### src/sysctl_pkg.sv
package sysctl_pkg;

  // Interrupt source bit positions
  localparam int IRQ_COUNT = 4;
  localparam int MAIN_OSC_POWERUP_IRQ = 0;
  localparam int USB_SYNTH_LOCK_IRQ = 1;
  localparam int MAIN_SYNTH_LOCK_IRQ = 2;
  localparam int BROWNOUT_IRQ = 3;

  // Regulator codes: 0 is 2.25 V, each step 50 mV, 10 is 2.75 V
  localparam int VCODE_W = 4;
  localparam logic [3:0] VCODE_MIN = 4'h0;
  localparam logic [3:0] VCODE_MAX = 4'hA;
  localparam logic [3:0] VCODE_RESET = 4'h5;

  // Gated peripherals: adc, 3 comp, 8 gpio, hib, 2 i2c, pwm, qei,
  // 2 ssi, 4 timer, 3 uart, dma, usb, wdog
  localparam int PERIPH_COUNT = 29;
  localparam logic [4:0] PERIPH_SEL_MAX = 5'h1C;

  // Software access strobes and data, one group
  typedef struct packed {
    logic irq_enable_set;
    logic irq_enable_clr;
    logic irq_clear;
    logic [IRQ_COUNT-1:0] irq_source_mask;
  } irq_cmd_s;

endpackage

### src/periph_gate.sv
`timescale 1ns/1ps
`default_nettype none
// One peripheral's clock gate decision, held per peripheral
module periph_gate (
  input wire logic i_mclk, // System clock
  input wire logic i_rst_n, // Synchronised reset, active low
  input wire logic i_ce, // Clock enable
  input wire logic i_ds_set, // Set deep-sleep enable
  input wire logic i_ds_clr, // Clear deep-sleep enable
  input wire logic i_run_en, // Run-mode enable
  input wire logic i_gating_on, // Sleep gating active
  input wire logic i_deep_sleep, // Processor in deep-sleep
  output logic o_ds_en, // Held deep-sleep enable
  output logic o_clk_en // Next clock enable
);
  logic ds_en;
  logic next_ds_en;

  // Enable bit is retained whatever the gating mode
  always_comb begin
    next_ds_en = ds_en;
    if (i_ds_set) begin
      next_ds_en = 1'b1;
    end else if (i_ds_clr) begin
      next_ds_en = 1'b0;
    end
  end

  always_ff @(posedge i_mclk or negedge i_rst_n) begin
    if (!i_rst_n) begin
      ds_en <= 1'b0;
    end else if (i_ce) begin
      ds_en <= next_ds_en;
    end
  end

  assign o_ds_en = ds_en;
  // Stopped when run enable is clear, or in deep-sleep with gating on and enable clear
  assign o_clk_en = i_run_en & ~(i_gating_on & i_deep_sleep & ~ds_en); // [RL12] [RL13] [RL14]
endmodule // periph_gate
`default_nettype wire

### src/sysctl_irq_and_sleep_gating.sv
`timescale 1ns/1ps
`default_nettype none
// Notes on behaviour
// [RL1] Four interrupt sources share one mask
// [RL2] Clearing a source drops its request
// [RL3] Only enabled sources reach processor interrupt
// [RL4] Set any enable bits, others unchanged
// [RL5] Clear any enable bits, others unchanged
// [RL6] Raw and masked status views readable
// [RL7] Software should clear source early
// [RL8] Regulator code 2.25 V to 2.75 V, 50 mV
// [RL9] Regulator resets to 2.5 V
// [RL10] Reading regulator returns held code
// [RL11] Gating off: sleep clocks like run
// [RL12] Gating on: deep-sleep stops disabled clocks
// [RL13] Stopped peripheral resumes on deep-sleep exit
// [RL14] Deep-sleep enables retained while gating off
// [RL15] Separate enable for each listed peripheral
// [RL16] Clear is write-one-to-clear
// [RL17] Raw latches, masked is AND, irq is OR
module sysctl_irq_and_sleep_gating
  import sysctl_pkg::*;
#(
  parameter int NUM_PERIPH = PERIPH_COUNT
) (
  input wire logic i_mclk, // 10 MHz system clock
  input wire logic i_resetn, // Async reset, active low
  input wire logic i_ce, // Clock enable, freezes state when low
  input wire logic [IRQ_COUNT-1:0] i_irq_event, // Source event pins
  input wire irq_cmd_s i_irq_cmd, // Enable/clear accesses
  input wire logic i_masked_view_select, // 1 selects masked status
  input wire logic i_vcode_write, // Regulator code write strobe
  input wire logic [VCODE_W-1:0] i_regulator_voltage_code, // Code written
  input wire logic i_gating_write, // Gating mode write strobe
  input wire logic i_sleep_gating_on, // Gating mode written
  input wire logic i_ds_enable, // Deep-sleep enable set strobe
  input wire logic i_ds_disable, // Deep-sleep enable clear strobe
  input wire logic [4:0] i_peripheral_select, // Peripheral index
  input wire logic [NUM_PERIPH-1:0] i_run_enable, // Run-mode enables
  input wire logic i_deep_sleep, // Processor in deep-sleep
  output logic o_irq, // Processor interrupt request
  output logic [IRQ_COUNT-1:0] o_irq_status, // Selected status view
  output logic [VCODE_W-1:0] o_regulator_voltage_code, // Held code
  output logic o_sleep_gating_on, // Gating mode
  output logic [NUM_PERIPH-1:0] o_ds_enable, // Held deep-sleep enables
  output logic [NUM_PERIPH-1:0] o_periph_clk_en // Peripheral clock enables
);

  // Refuse peripheral counts that the 5-bit select cannot reach
  if (NUM_PERIPH < 1 || NUM_PERIPH > 32) begin : gen_bad_count
    $error("NUM_PERIPH out of range");
  end

  //////////////////////////////////////////////////////////////////////////////
  // Reset release and event pin synchronisers
  logic [1:0] rst_sync;
  logic rst_n;
  logic [IRQ_COUNT-1:0] ev_meta;
  logic [IRQ_COUNT-1:0] ev_sync;
  logic [IRQ_COUNT-1:0] ev_prev;

  always_ff @(posedge i_mclk or negedge i_resetn) begin
    if (!i_resetn) begin
      rst_sync <= 2'b00;
    end else begin
      rst_sync <= {rst_sync[0], 1'b1};
    end
  end
  assign rst_n = rst_sync[1];

  always_ff @(posedge i_mclk or negedge rst_n) begin
    if (!rst_n) begin
      ev_meta <= '0;
      ev_sync <= '0;
      ev_prev <= '0;
    end else if (i_ce) begin
      ev_meta <= i_irq_event;
      ev_sync <= ev_meta;
      ev_prev <= ev_sync;
    end
  end

  //////////////////////////////////////////////////////////////////////////////
  // Interrupt state
  logic [IRQ_COUNT-1:0] raw;
  logic [IRQ_COUNT-1:0] enable;
  logic [IRQ_COUNT-1:0] next_raw;
  logic [IRQ_COUNT-1:0] next_enable;
  logic [IRQ_COUNT-1:0] ev_pulse;
  logic [IRQ_COUNT-1:0] next_masked;
  logic next_irq;
  logic [IRQ_COUNT-1:0] next_status;

  // Latch events, clears, enable set/clear and views
  always_comb begin
    ev_pulse = ev_sync & ~ev_prev; // [RL1]
    next_raw = raw;
    if (i_irq_cmd.irq_clear) begin
      next_raw = raw & ~i_irq_cmd.irq_source_mask; // [RL2] [RL16]
    end
    next_raw = next_raw | ev_pulse; // Set wins over clear [RL17]
    next_enable = enable;
    if (i_irq_cmd.irq_enable_set) begin
      next_enable = next_enable | i_irq_cmd.irq_source_mask; // [RL4]
    end
    if (i_irq_cmd.irq_enable_clr) begin
      next_enable = next_enable & ~i_irq_cmd.irq_source_mask; // [RL5]
    end
    next_masked = next_raw & next_enable; // [RL3] [RL17]
    next_irq = |next_masked; // [RL3] [RL17]
    next_status = i_masked_view_select ? next_masked : next_raw; // [RL6]
  end

  always_ff @(posedge i_mclk or negedge rst_n) begin
    if (!rst_n) begin
      raw <= '0;
      enable <= '0;
      o_irq <= 1'b0;
      o_irq_status <= '0;
    end else if (i_ce) begin
      raw <= next_raw;
      enable <= next_enable;
      o_irq <= next_irq;
      o_irq_status <= next_status;
    end
  end

  //////////////////////////////////////////////////////////////////////////////
  // Regulator setting and gating mode
  logic [VCODE_W-1:0] next_vcode;
  logic next_gating;

  // Out-of-range codes are ignored, code is kept
  always_comb begin
    next_vcode = o_regulator_voltage_code;
    if (i_vcode_write && i_regulator_voltage_code <= VCODE_MAX) begin
      next_vcode = i_regulator_voltage_code; // [RL8]
    end
    next_gating = o_sleep_gating_on;
    if (i_gating_write) begin
      next_gating = i_sleep_gating_on; // [RL11]
    end
  end

  always_ff @(posedge i_mclk or negedge rst_n) begin
    if (!rst_n) begin
      o_regulator_voltage_code <= VCODE_RESET; // [RL9]
      o_sleep_gating_on <= 1'b0; // [RL11]
    end else if (i_ce) begin
      o_regulator_voltage_code <= next_vcode; // [RL10]
      o_sleep_gating_on <= next_gating;
    end
  end

  //////////////////////////////////////////////////////////////////////////////
  // Per-peripheral deep-sleep gates
  logic [NUM_PERIPH-1:0] next_clk_en;
  logic [NUM_PERIPH-1:0] ds_held;

  for (genvar g = 0; g < NUM_PERIPH; g++) begin : gen_gate
    periph_gate u_gate (
      .i_mclk(i_mclk),
      .i_rst_n(rst_n),
      .i_ce(i_ce),
      .i_ds_set(i_ds_enable && i_peripheral_select == 5'(g)), // [RL15]
      .i_ds_clr(i_ds_disable && i_peripheral_select == 5'(g)),
      .i_run_en(i_run_enable[g]),
      .i_gating_on(o_sleep_gating_on), // [RL11]
      .i_deep_sleep(i_deep_sleep),
      .o_ds_en(ds_held[g]),
      .o_clk_en(next_clk_en[g])
    );
  end

  // Register the clock enables and held settings
  always_ff @(posedge i_mclk or negedge rst_n) begin
    if (!rst_n) begin
      o_periph_clk_en <= '0;
      o_ds_enable <= '0;
    end else if (i_ce) begin
      o_periph_clk_en <= next_clk_en; // [RL12] [RL13]
      o_ds_enable <= ds_held; // [RL14]
    end
  end
endmodule // sysctl_irq_and_sleep_gating
`default_nettype wire

### config.mk
export PLATFORM = sky130hd
export DESIGN_NAME = sysctl_irq_and_sleep_gating
export DESIGN_NICKNAME = d
export VERILOG_FILES = /design/src/sysctl_pkg.sv /design/src/periph_gate.sv /design/src/sysctl_irq_and_sleep_gating.sv
export SDC_FILE = /design/constraint.sdc
export NUM_CORES = 1
export LEC_CHECK = 0
export BUFFER_PORTS_ARGS = -buffer_cell sky130_fd_sc_hd__buf_4
export CAP_MARGIN = 20
export CORE_ASPECT_RATIO = 0.7
export CORE_MARGIN = 2
export CORE_UTILIZATION = 56
export DETAILED_ROUTE_END_ITERATION = 6
export GPL_TIMING_DRIVEN = 1
export PLACE_DENSITY = 0.93
export SLEW_MARGIN = 20
export SYNTH_ARGS = -nofsm -noshare
export SYNTH_HDL_FRONTEND = slang
export SYNTH_SLANG_ARGS = --single-unit
### constraint.sdc
create_clock -name i_mclk -period 5.2 [get_ports i_mclk]
set_input_delay 1.04 -clock i_mclk [delete_from_list [all_inputs] [get_ports i_mclk]]
set_output_delay 1.04 -clock i_mclk [all_outputs]
set_load 0.005 [all_outputs]
==> out/metrics.yaml, run 1 <==
outcome: "finished clean"
ys_warn_count: 0
drt-initial-drc-count: 365
syn_area_sq_mm: 0.00482
clk_latency_ps: 410
vias: 3700
die_area_sq_mm: 0.00938
yosysSeqAreaShare_pct: 61.8
cpMostUsedCell: "buf_4"
path_cells: "buf_4 > buf_4 > inv_1 > o31a_1"
dp_hpwl_mm: 7.70
ys_ff_latch: 119
grt_usage_pct: 25.9
cp-startpoint: "i_ce"
cts-htree-levels: 4
required_ps: 5490
critPathLaunchType: "input port"
max-cap-violations: 0
timing.final.hold_violations: 0
critPathKind: "input port to flop"
pin_count: 127
max_freq_ghz: 0.380
grt_pass1_wl_mm: 18.2
pre_cts_ws_ps: 2210
cts_buffers: 17
area.growth.synth_to_final_pct: 34.5
synth_cells: 410
clkTransAtPathRegs_ps: 60
first_global_vias: 3644
end_kind: "flop"
max_stage_delay_ps: 640
postCtsSetupRepairBufs: 0
gp_congestion: 0.861
power.total_mw: 2.93
drt-total-wl_mm: 11.6
register_area_sq_mm: 0.00298
timing.final.crit_share_pct: 50.6
setup_viol: 0
cp_max_fo: 70
cts_resized: 0
final_util_pct: 77.1
drc_errors: 0
die_width_um: 115
p_leak_nw: 3.04
drt-wirelength-per-cell_um: 17.7
fin_nets: 597
drive_gt1_share_pct: 38.8
num_rows: 28
slew_viol_final: 0
crit_slowest_cell: "buf_4"
hold_buffers: 0
cts.sinks: 119
via_per_inst: 5.64
port_buffers: 126
regToRegSetupSlack_ps: 3690
drtAntennaViolNets: 0
syn_nets: 469
core_area_sq_mm: 0.00841
n_fill_cell: 546
crit_arrival_ps: 2920
final.setup_skew_ps: 10.8
finalSetupTns_ps: 0
first_pass_iters: 4
final_area_sq_mm: 0.00648
final_common_cell: "buf_4"
min_period_ps: 2630
crit_path_end: "o_irq$_DFFE_PN0P_"
clockRootBuffer: "clkbuf_16"
rr_worst_depth: 3
hold_path.class: "flop to asynchronous set/reset pin"
overflow: 0
die_h_um: 81.6
peakVddDrop_mv: 0.267
clockBufferDepth: 2
r2r-start: "o_sleep_gating_on$_DFFE_PN0P_"
placed_area_sq_mm: 0.00582
cp_num_cells: 4
rsz0062_at_grt: "no"
start_util_pct: 57.3
avgSynthCellArea_sq_um: 11.8
cp_num_buf_inv: 3
mostFrequentLayoutCells: "buf_4 (127), dfrtp_1 (116), o21ai_0 (81), mux2_2 (46), inv_1 (30)"
cpLargestDelayFamily: "buffers and inverters"
rr_endpoint: "o_periph_clk_en[24]$_DFFE_PN0P_"
p_per_area_mw_per_mm2: 452
cts_tree: "yes"
grt_max_degree: 87
antenna_found_initial: 0
worst_slew_margin_rel_pct: 49.2
worst_slew_pin_slew_ps: 762
antenna_cells: 0
fin_ws_ps: 2570
synthDistinctLibCells: 32
multi_input_area_sq_mm: 0.00163
state kept, by name, indices dropped and copies added (netlist names):
signal                    flops
enable                        4
ev_meta                       4
ev_prev                       4
ev_sync                       4
gen_gate.u_gate.o_ds_en      29
o_ds_enable                  29
o_irq                         1
o_irq_status                  4
o_periph_clk_en              29
o_regulator_voltage_code      4
o_sleep_gating_on             1
raw                           4
rst_sync                      2
worst reg2reg max path: stages (launching register included):
cell and delay (ps):
dfrtp_1 380, nand2_2 400, o211ai_1 400, o21ai_0 170
how the worst min path moves through the flow:
stage | endpoint | cells after the start
5_1_grt | o_periph_clk_en[12]$_DFFE_PN0P_ | 0
6_report | o_periph_clk_en[12]$_DFFE_PN0P_ | 0
2_1_floorplan | rst_sync[1]$_DFF_PN0_ | 0
4_1_cts | o_periph_clk_en[12]$_DFFE_PN0P_ | 0
3_3_place_gp | o_ds_enable[12]$_DFFE_PN0P_ | 0
3_5_place_dp | o_periph_clk_en[11]$_DFFE_PN0P_ | 0
report_power, final:
group	total, mW	leakage [nW]	switching, mW	internal (mW)
Combinational	0.437	1.25	0.184	0.253
Clock	1.28	0.315	0.406	0.872
Sequential	1.21	1.48	0.119	1.09
Total	2.93	3.04	0.710	2.22
synthesized netlist by cell type, drive strengths merged:
library cell	number	share of area [%]
dfrtp	117	61
o21ai	81	8.4
mux2	46	11
inv	30	2.3
o211ai	29	4.5
nand2	21	1.6
a21oi	14	1.5
buf	11	1.3
nor2b	9	1.2
a21o	8	1.2
clkbuf	8	0.62
nand3	7	0.83
nor2	7	0.70
a211oi	3	0.47
a32o	3	0.62
dfstp	2	1.1
nand2b	2	0.26
o22ai	2	0.26
or2	2	0.26
a22o	1	0.18
conb	1	0.078
nor3b	1	0.16
o22a	1	0.18
o2bb2ai	1	0.18
o31a	1	0.18
or3	1	0.13
or3b	1	0.18
cells by family after synthesis:
| logic type | after synthesis | synth area share, % |
|---|---|---|
| AO/OA/AOI/OAI | 144 | 17.7 |
| AND/OR/NAND/NOR | 51 | 5.32 |
| multiplexers | 46 | 10.7 |
| other | 1 | 0.0778 |
| buffers and inverters | 49 | 4.31 |
| flip-flops | 119 | 61.8 |
layer usage:
metal	up-vias	part of all wire, %	track usage (%)
li1	1715	-	-
met1	1822	44	33.6
met2	153	48	42.0
met3	10	8.1	8.93
met4	0	0.75	7.47
met5	-	0	0
layout make-up:
class                           instances  share of cell area (%)
Clock inverter                         13                    3.11
Sequential cell                       119                    46.0
Tap cell                              105                    2.03
Inverter                               30                    1.74
Timing Repair Buffer                  128                    14.9
Multi-Input combinational cell        242                    25.2
Clock buffer                           19                    6.99
through the flow:
stage               instances  hold slack (ps)
floorplan                 410              331
global placement          624              268
detailed placement        624              276
CTS                       656              280
global route              656              310
finish                    656              266
(Power assumes the default switching activity.)
==> run 2: changes to the inputs <==
- CORE_UTILIZATION: 56 -> 47
- PLACE_DENSITY: 0.93 -> 0.84
- clock period: 5.2 -> 2.3 ns (I/O delays scaled with it)
==> out/metrics.yaml, run 2 (same netlist as run 1, synthesis figures left out) <==
peakVddDrop_mv: 0.539
die_area_sq_mm: 0.0111
start_util_pct: 49.0
worst_slew_margin_rel_pct: 59.0
cp_num_buf_inv: 1
timing.final.hold_violations: 0
critPathLaunchType: "flop"
fin_cells: 684
clk_latency_ps: 410
max_stage_delay_ps: 530
mostFrequentLayoutCells: "buf_4 (131), dfrtp_1 (116), o21ai_0 (81), mux2_2 (46), inv_1 (30)"
outcome: "finished clean"
grt_pass1_wl_mm: 19.0
final_common_cell: "buf_4"
slew_viol_final: 0
share_comb_of_total_power_pct: 15.4
vias: 3794
p_seq_share_pct: 42.7
hold_path.class: "input port to flop"
cts-htree-levels: 4
pin_count: 127
path_cells: "buf_4"
cp_max_fo: 2
clkTransAtPathRegs_ps: 50
crit_slowest_cell: "dfstp_2"
via_per_inst: 5.55
port_buffers: 126
p_int_mw: 4.86
critPathKind: "flop to output pin"
timing.final.crit_share_pct: 65.2
grt_usage_pct: 22.2
clockBufferDepth: 2
max_freq_ghz: 0.667
dp_hpwl_mm: 8.08
p_per_area_mw_per_mm2: 987
first_pass_iters: 5
cts.sinks: 119
drt-wirelength-per-cell_um: 17.2
final.setup_skew_ps: 4.85
postCtsSetupRepairBufs: 0
antenna_cells: 0
clockRootBuffer: "clkbuf_16"
drc_errors: 0
cts_tree: "yes"
p_sw_mw: 1.57
setup_viol: 0
crit_arrival_ps: 1040
register_area_sq_mm: 0.00298
drt-total-wl_mm: 11.7
cpLargestDelayFamily: "flip-flops"
max-cap-violations: 0
p_leak_nw: 3.05
antenna_found_initial: 0
first_global_vias: 3758
grt_max_degree: 52
gp_congestion: 0.858
num_rows: 30
cts_buffers: 17
sw_frac_of_total_pct: 24.5
die_width_um: 125
worst_slew_pin_slew_ps: 615
required_ps: 1840
pwr-share-clk_pct: 41.8
core_area_sq_mm: 0.00983
finalSetupTns_ps: 0
dp_cells: 651
end_kind: "output pin"
min_period_ps: 1500
die_h_um: 88.7
rsz0062_at_grt: "no"
area.growth.synth_to_final_pct: 35.1
fin_nets: 602
drive_gt1_share_pct: 38.7
drt-initial-drc-count: 312
multi_input_area_sq_mm: 0.00163
n_fill_cell: 737
overflow: 0
drtAntennaViolNets: 0
[run 2: cell types whose count changed in the layout (fill, tap and decap cells not counted), sizes merged]
cell         previous run  this run
dlygate4sd3             0         1
buf                   128       132
clkbuf                 19        23
clkinvlp                3         1
bufinv                  5         3
[run 2: final timing paths]
check | end | depth (start not counted) | from | slack, ps
hold / removal | ev_meta[0]$_DFFE_PN0P_ | 2 | i_irq_event[0] | 280
hold reg to reg | o_periph_clk_en[12]$_DFFE_PN0P_ | 0 | rst_sync[1]$_DFF_PN0_ | 350
max in group asynchronous | o_regulator_voltage_code[2]$_DFFE_PN1P_ | 1 | rst_sync[1]$_DFF_PN0_ | 1210
setup reg to reg | o_irq$_DFFE_PN0P_ | 4 | ev_sync[2]$_DFFE_PN0P_ | 990
setup / recovery | o_regulator_voltage_code[2] | 1 | o_regulator_voltage_code[2]$_DFFE_PN1P_ | 800
min in group asynchronous | o_periph_clk_en[12]$_DFFE_PN0P_ | 0 | rst_sync[1]$_DFF_PN0_ | 350
[run 2: layout make-up]
cell class                 instances  area share (%)
clock buffer                      23            7.49
clock inverter                     9            1.88
inverter                          30            1.73
multi-input combinational        242            25.1
sequential                       119            45.8
tap                              128            2.46
timing repair buffer             133            15.6
[run 2: power by group through the flow]
stage	logic, mW	registers [mW]	clock network (mW)
after floorplan	0.435	2.72	0
after global placement	0.948	2.75	0
after detailed placement	0.993	2.77	0
after CTS	1.00	2.75	2.72
after global routing	1.10	2.79	2.81
final	0.993	2.75	2.69
[run 2: layer usage]
metal | GRT usage [%] | wire length [um] | up-vias | part of all wire [%]
met1 | 28.6 | 5100 | 1864 | 43
met4 | 9.80 | 224 | 0 | 1.9
li1 | - | - | 1731 | -
met5 | 0 | 0 | - | 0
met3 | 7.74 | 1090 | 24 | 9.3
met2 | 34.7 | 5330 | 175 | 45
[run 2: timing repair]
| item | 4_1_cts | 5_1_grt |
|---|---|---|
| endpoints found under the setup margin | 0 | 0 |
| hold buffers | 1 | 0 |
| gates resized for setup | 0 | 0 |
| hold endpoints to repair | 2 | 0 |
[run 2: through the flow]
stage	utilization, %	setup WS [ps]	instance area, sq um	hold slack [ps]	power [mW]
6_report	66.2	801	6510	279	6.43
5_1_grt	66.2	764	6510	285	6.70
4_1_cts	66.2	788	6510	268	6.47
3_5_place_dp	59.9	481	5890	245	3.76
3_3_place_gp	59.9	542	5890	243	3.70
2_1_floorplan	-	316	4820	164	3.15
==> run 3: changes to the inputs <==
- clock period: 2.3 -> 1.3 ns (I/O delays scaled with it)
==> out/metrics.yaml, run 3 (same netlist as run 1, synthesis figures left out) <==
crit_path_end: "o_regulator_voltage_code[2]"
drtAntennaViolNets: 0
cts_buffers: 17
gp_congestion: 0.839
grt_pass1_wl_mm: 19.2
drt-wirelength-per-cell_um: 16.8
cp-startpoint: "o_regulator_voltage_code[2]$_DFFE_PN1P_"
path_cells: "buf_6"
p_per_area_mw_per_mm2: 1730
multi_input_area_sq_mm: 0.00164
dp_hpwl_mm: 8.29
final_common_cell: "buf_4"
via_per_inst: 5.46
overflow: 0
port_buffers: 126
fin_nets: 619
outcome: "finished clean"
first_global_vias: 3802
rr_endpoint: "o_irq$_DFFE_PN0P_"
slew_viol_final: 0
min_period_ps: 1280
crit_arrival_ps: 1020
final.setup_skew_ps: 11.0
fin_ws_ps: 15.9
r2r-start: "ev_sync[0]$_DFFE_PN0P_"
die_width_um: 125
postCtsSetupRepairBufs: 0
pre_cts_ws_ps: -118
first_pass_iters: 5
cpLargestDelayFamily: "flip-flops"
die_h_um: 88.7
area.growth.synth_to_final_pct: 41.2
hold_path.class: "input port to flop"
cts.sinks: 119
required_ps: 1040
cts-htree-levels: 4
start_util_pct: 49.0
die_area_sq_mm: 0.0111
drt-initial-drc-count: 305
cp_max_fo: 2
power.total_mw: 11.8
grt_max_degree: 49
cp_num_cells: 1
clk_latency_ps: 410
timing.final.crit_share_pct: 98.8
drive_gt1_share_pct: 41.0
cp_num_buf_inv: 1
rsz0062_at_grt: "yes"
max_freq_ghz: 0.779
peakVddDrop_mv: 1.14
end_kind: "output pin"
grt_usage_pct: 22.3
num_rows: 30
mostFrequentLayoutCells: "buf_4 (137), dfrtp_1 (116), o21ai_0 (81), mux2_2 (46), inv_1 (30)"
clockRootBuffer: "clkbuf_16"
core_area_sq_mm: 0.00983
drt-total-wl_mm: 11.7
max-cap-violations: 0
cts_tree: "yes"
crit_slowest_cell: "dfstp_2"
n_fill_cell: 700
antenna_cells: 0
clkTransAtPathRegs_ps: 50
timing.final.hold_violations: 0
register_area_sq_mm: 0.00298
rr_worst_depth: 4
pin_count: 127
critPathLaunchType: "flop"
drc_errors: 0
antenna_found_initial: 0
p_leak_nw: 3.19
setup_viol: 0
regToRegSetupSlack_ps: 40
clockBufferDepth: 2
vias: 3815
critPathKind: "flop to output pin"
max_stage_delay_ps: 530
-- run 3: how the worst min path moves through the flow --
stage	cells after the start	end	start
3_3_place_gp	1	rst_sync[0]$_DFF_PN0_	i_resetn
3_5_place_dp	1	rst_sync[0]$_DFF_PN0_	i_resetn
5_1_grt	2	o_sleep_gating_on$_DFFE_PN0P_	i_sleep_gating_on
6_report	2	o_sleep_gating_on$_DFFE_PN0P_	i_sleep_gating_on
2_1_floorplan	0	rst_sync[0]$_DFF_PN0_	i_resetn
4_1_cts	2	o_sleep_gating_on$_DFFE_PN0P_	i_sleep_gating_on
-- run 3: through the flow --
step	area (sq um)	hold WS (ps)	instances	TNS [ps]	util, %
floorplan	4820	-35.6	410	0	-
global placement	6130	43.8	668	-270	62.4
detailed placement	6130	46.0	668	-1110	62.4
CTS	6800	74.1	699	-3.44	69.1
global route	6800	77.3	699	-42.4	69.2
finish	6800	85.7	699	0	69.2
-- run 3: what timing repair did --
| action | 4_1_cts | 5_1_grt |
|---|---|---|
| hold buffers | 1 | 0 |
| pin swaps | 0 | 0 |
| setup endpoints to repair | 3 | 3 |
| hold endpoints to repair | 2 | 0 |
| resized for setup | 3 | 2 |
-- run 3: area by class of cell --
cell class	count	share of cell area, %
inverters	30	1.66
flip-flops and latches	119	43.9
repair buffers	150	18.5
well taps	128	2.35
clock buffers	21	6.91
multi-input cells	242	24.1
clock inverters	9	2.54
-- run 3: layer usage --
layer,wire (um),vias up,track usage [%]
met4,146,0,8.48
met1,5280,1883,29.7
met3,996,14,7.62
met2,5280,154,34.3
li1,-,1764,-
met5,0,-,0
-- run 3: power breakdown --
| group | internal [mW] | switching, mW |
|---|---|---|
| Sequential | 4.37 | 0.487 |
| Combinational | 1.11 | 0.750 |
| Clock | 3.52 | 1.55 |
| Total | 9.00 | 2.78 |
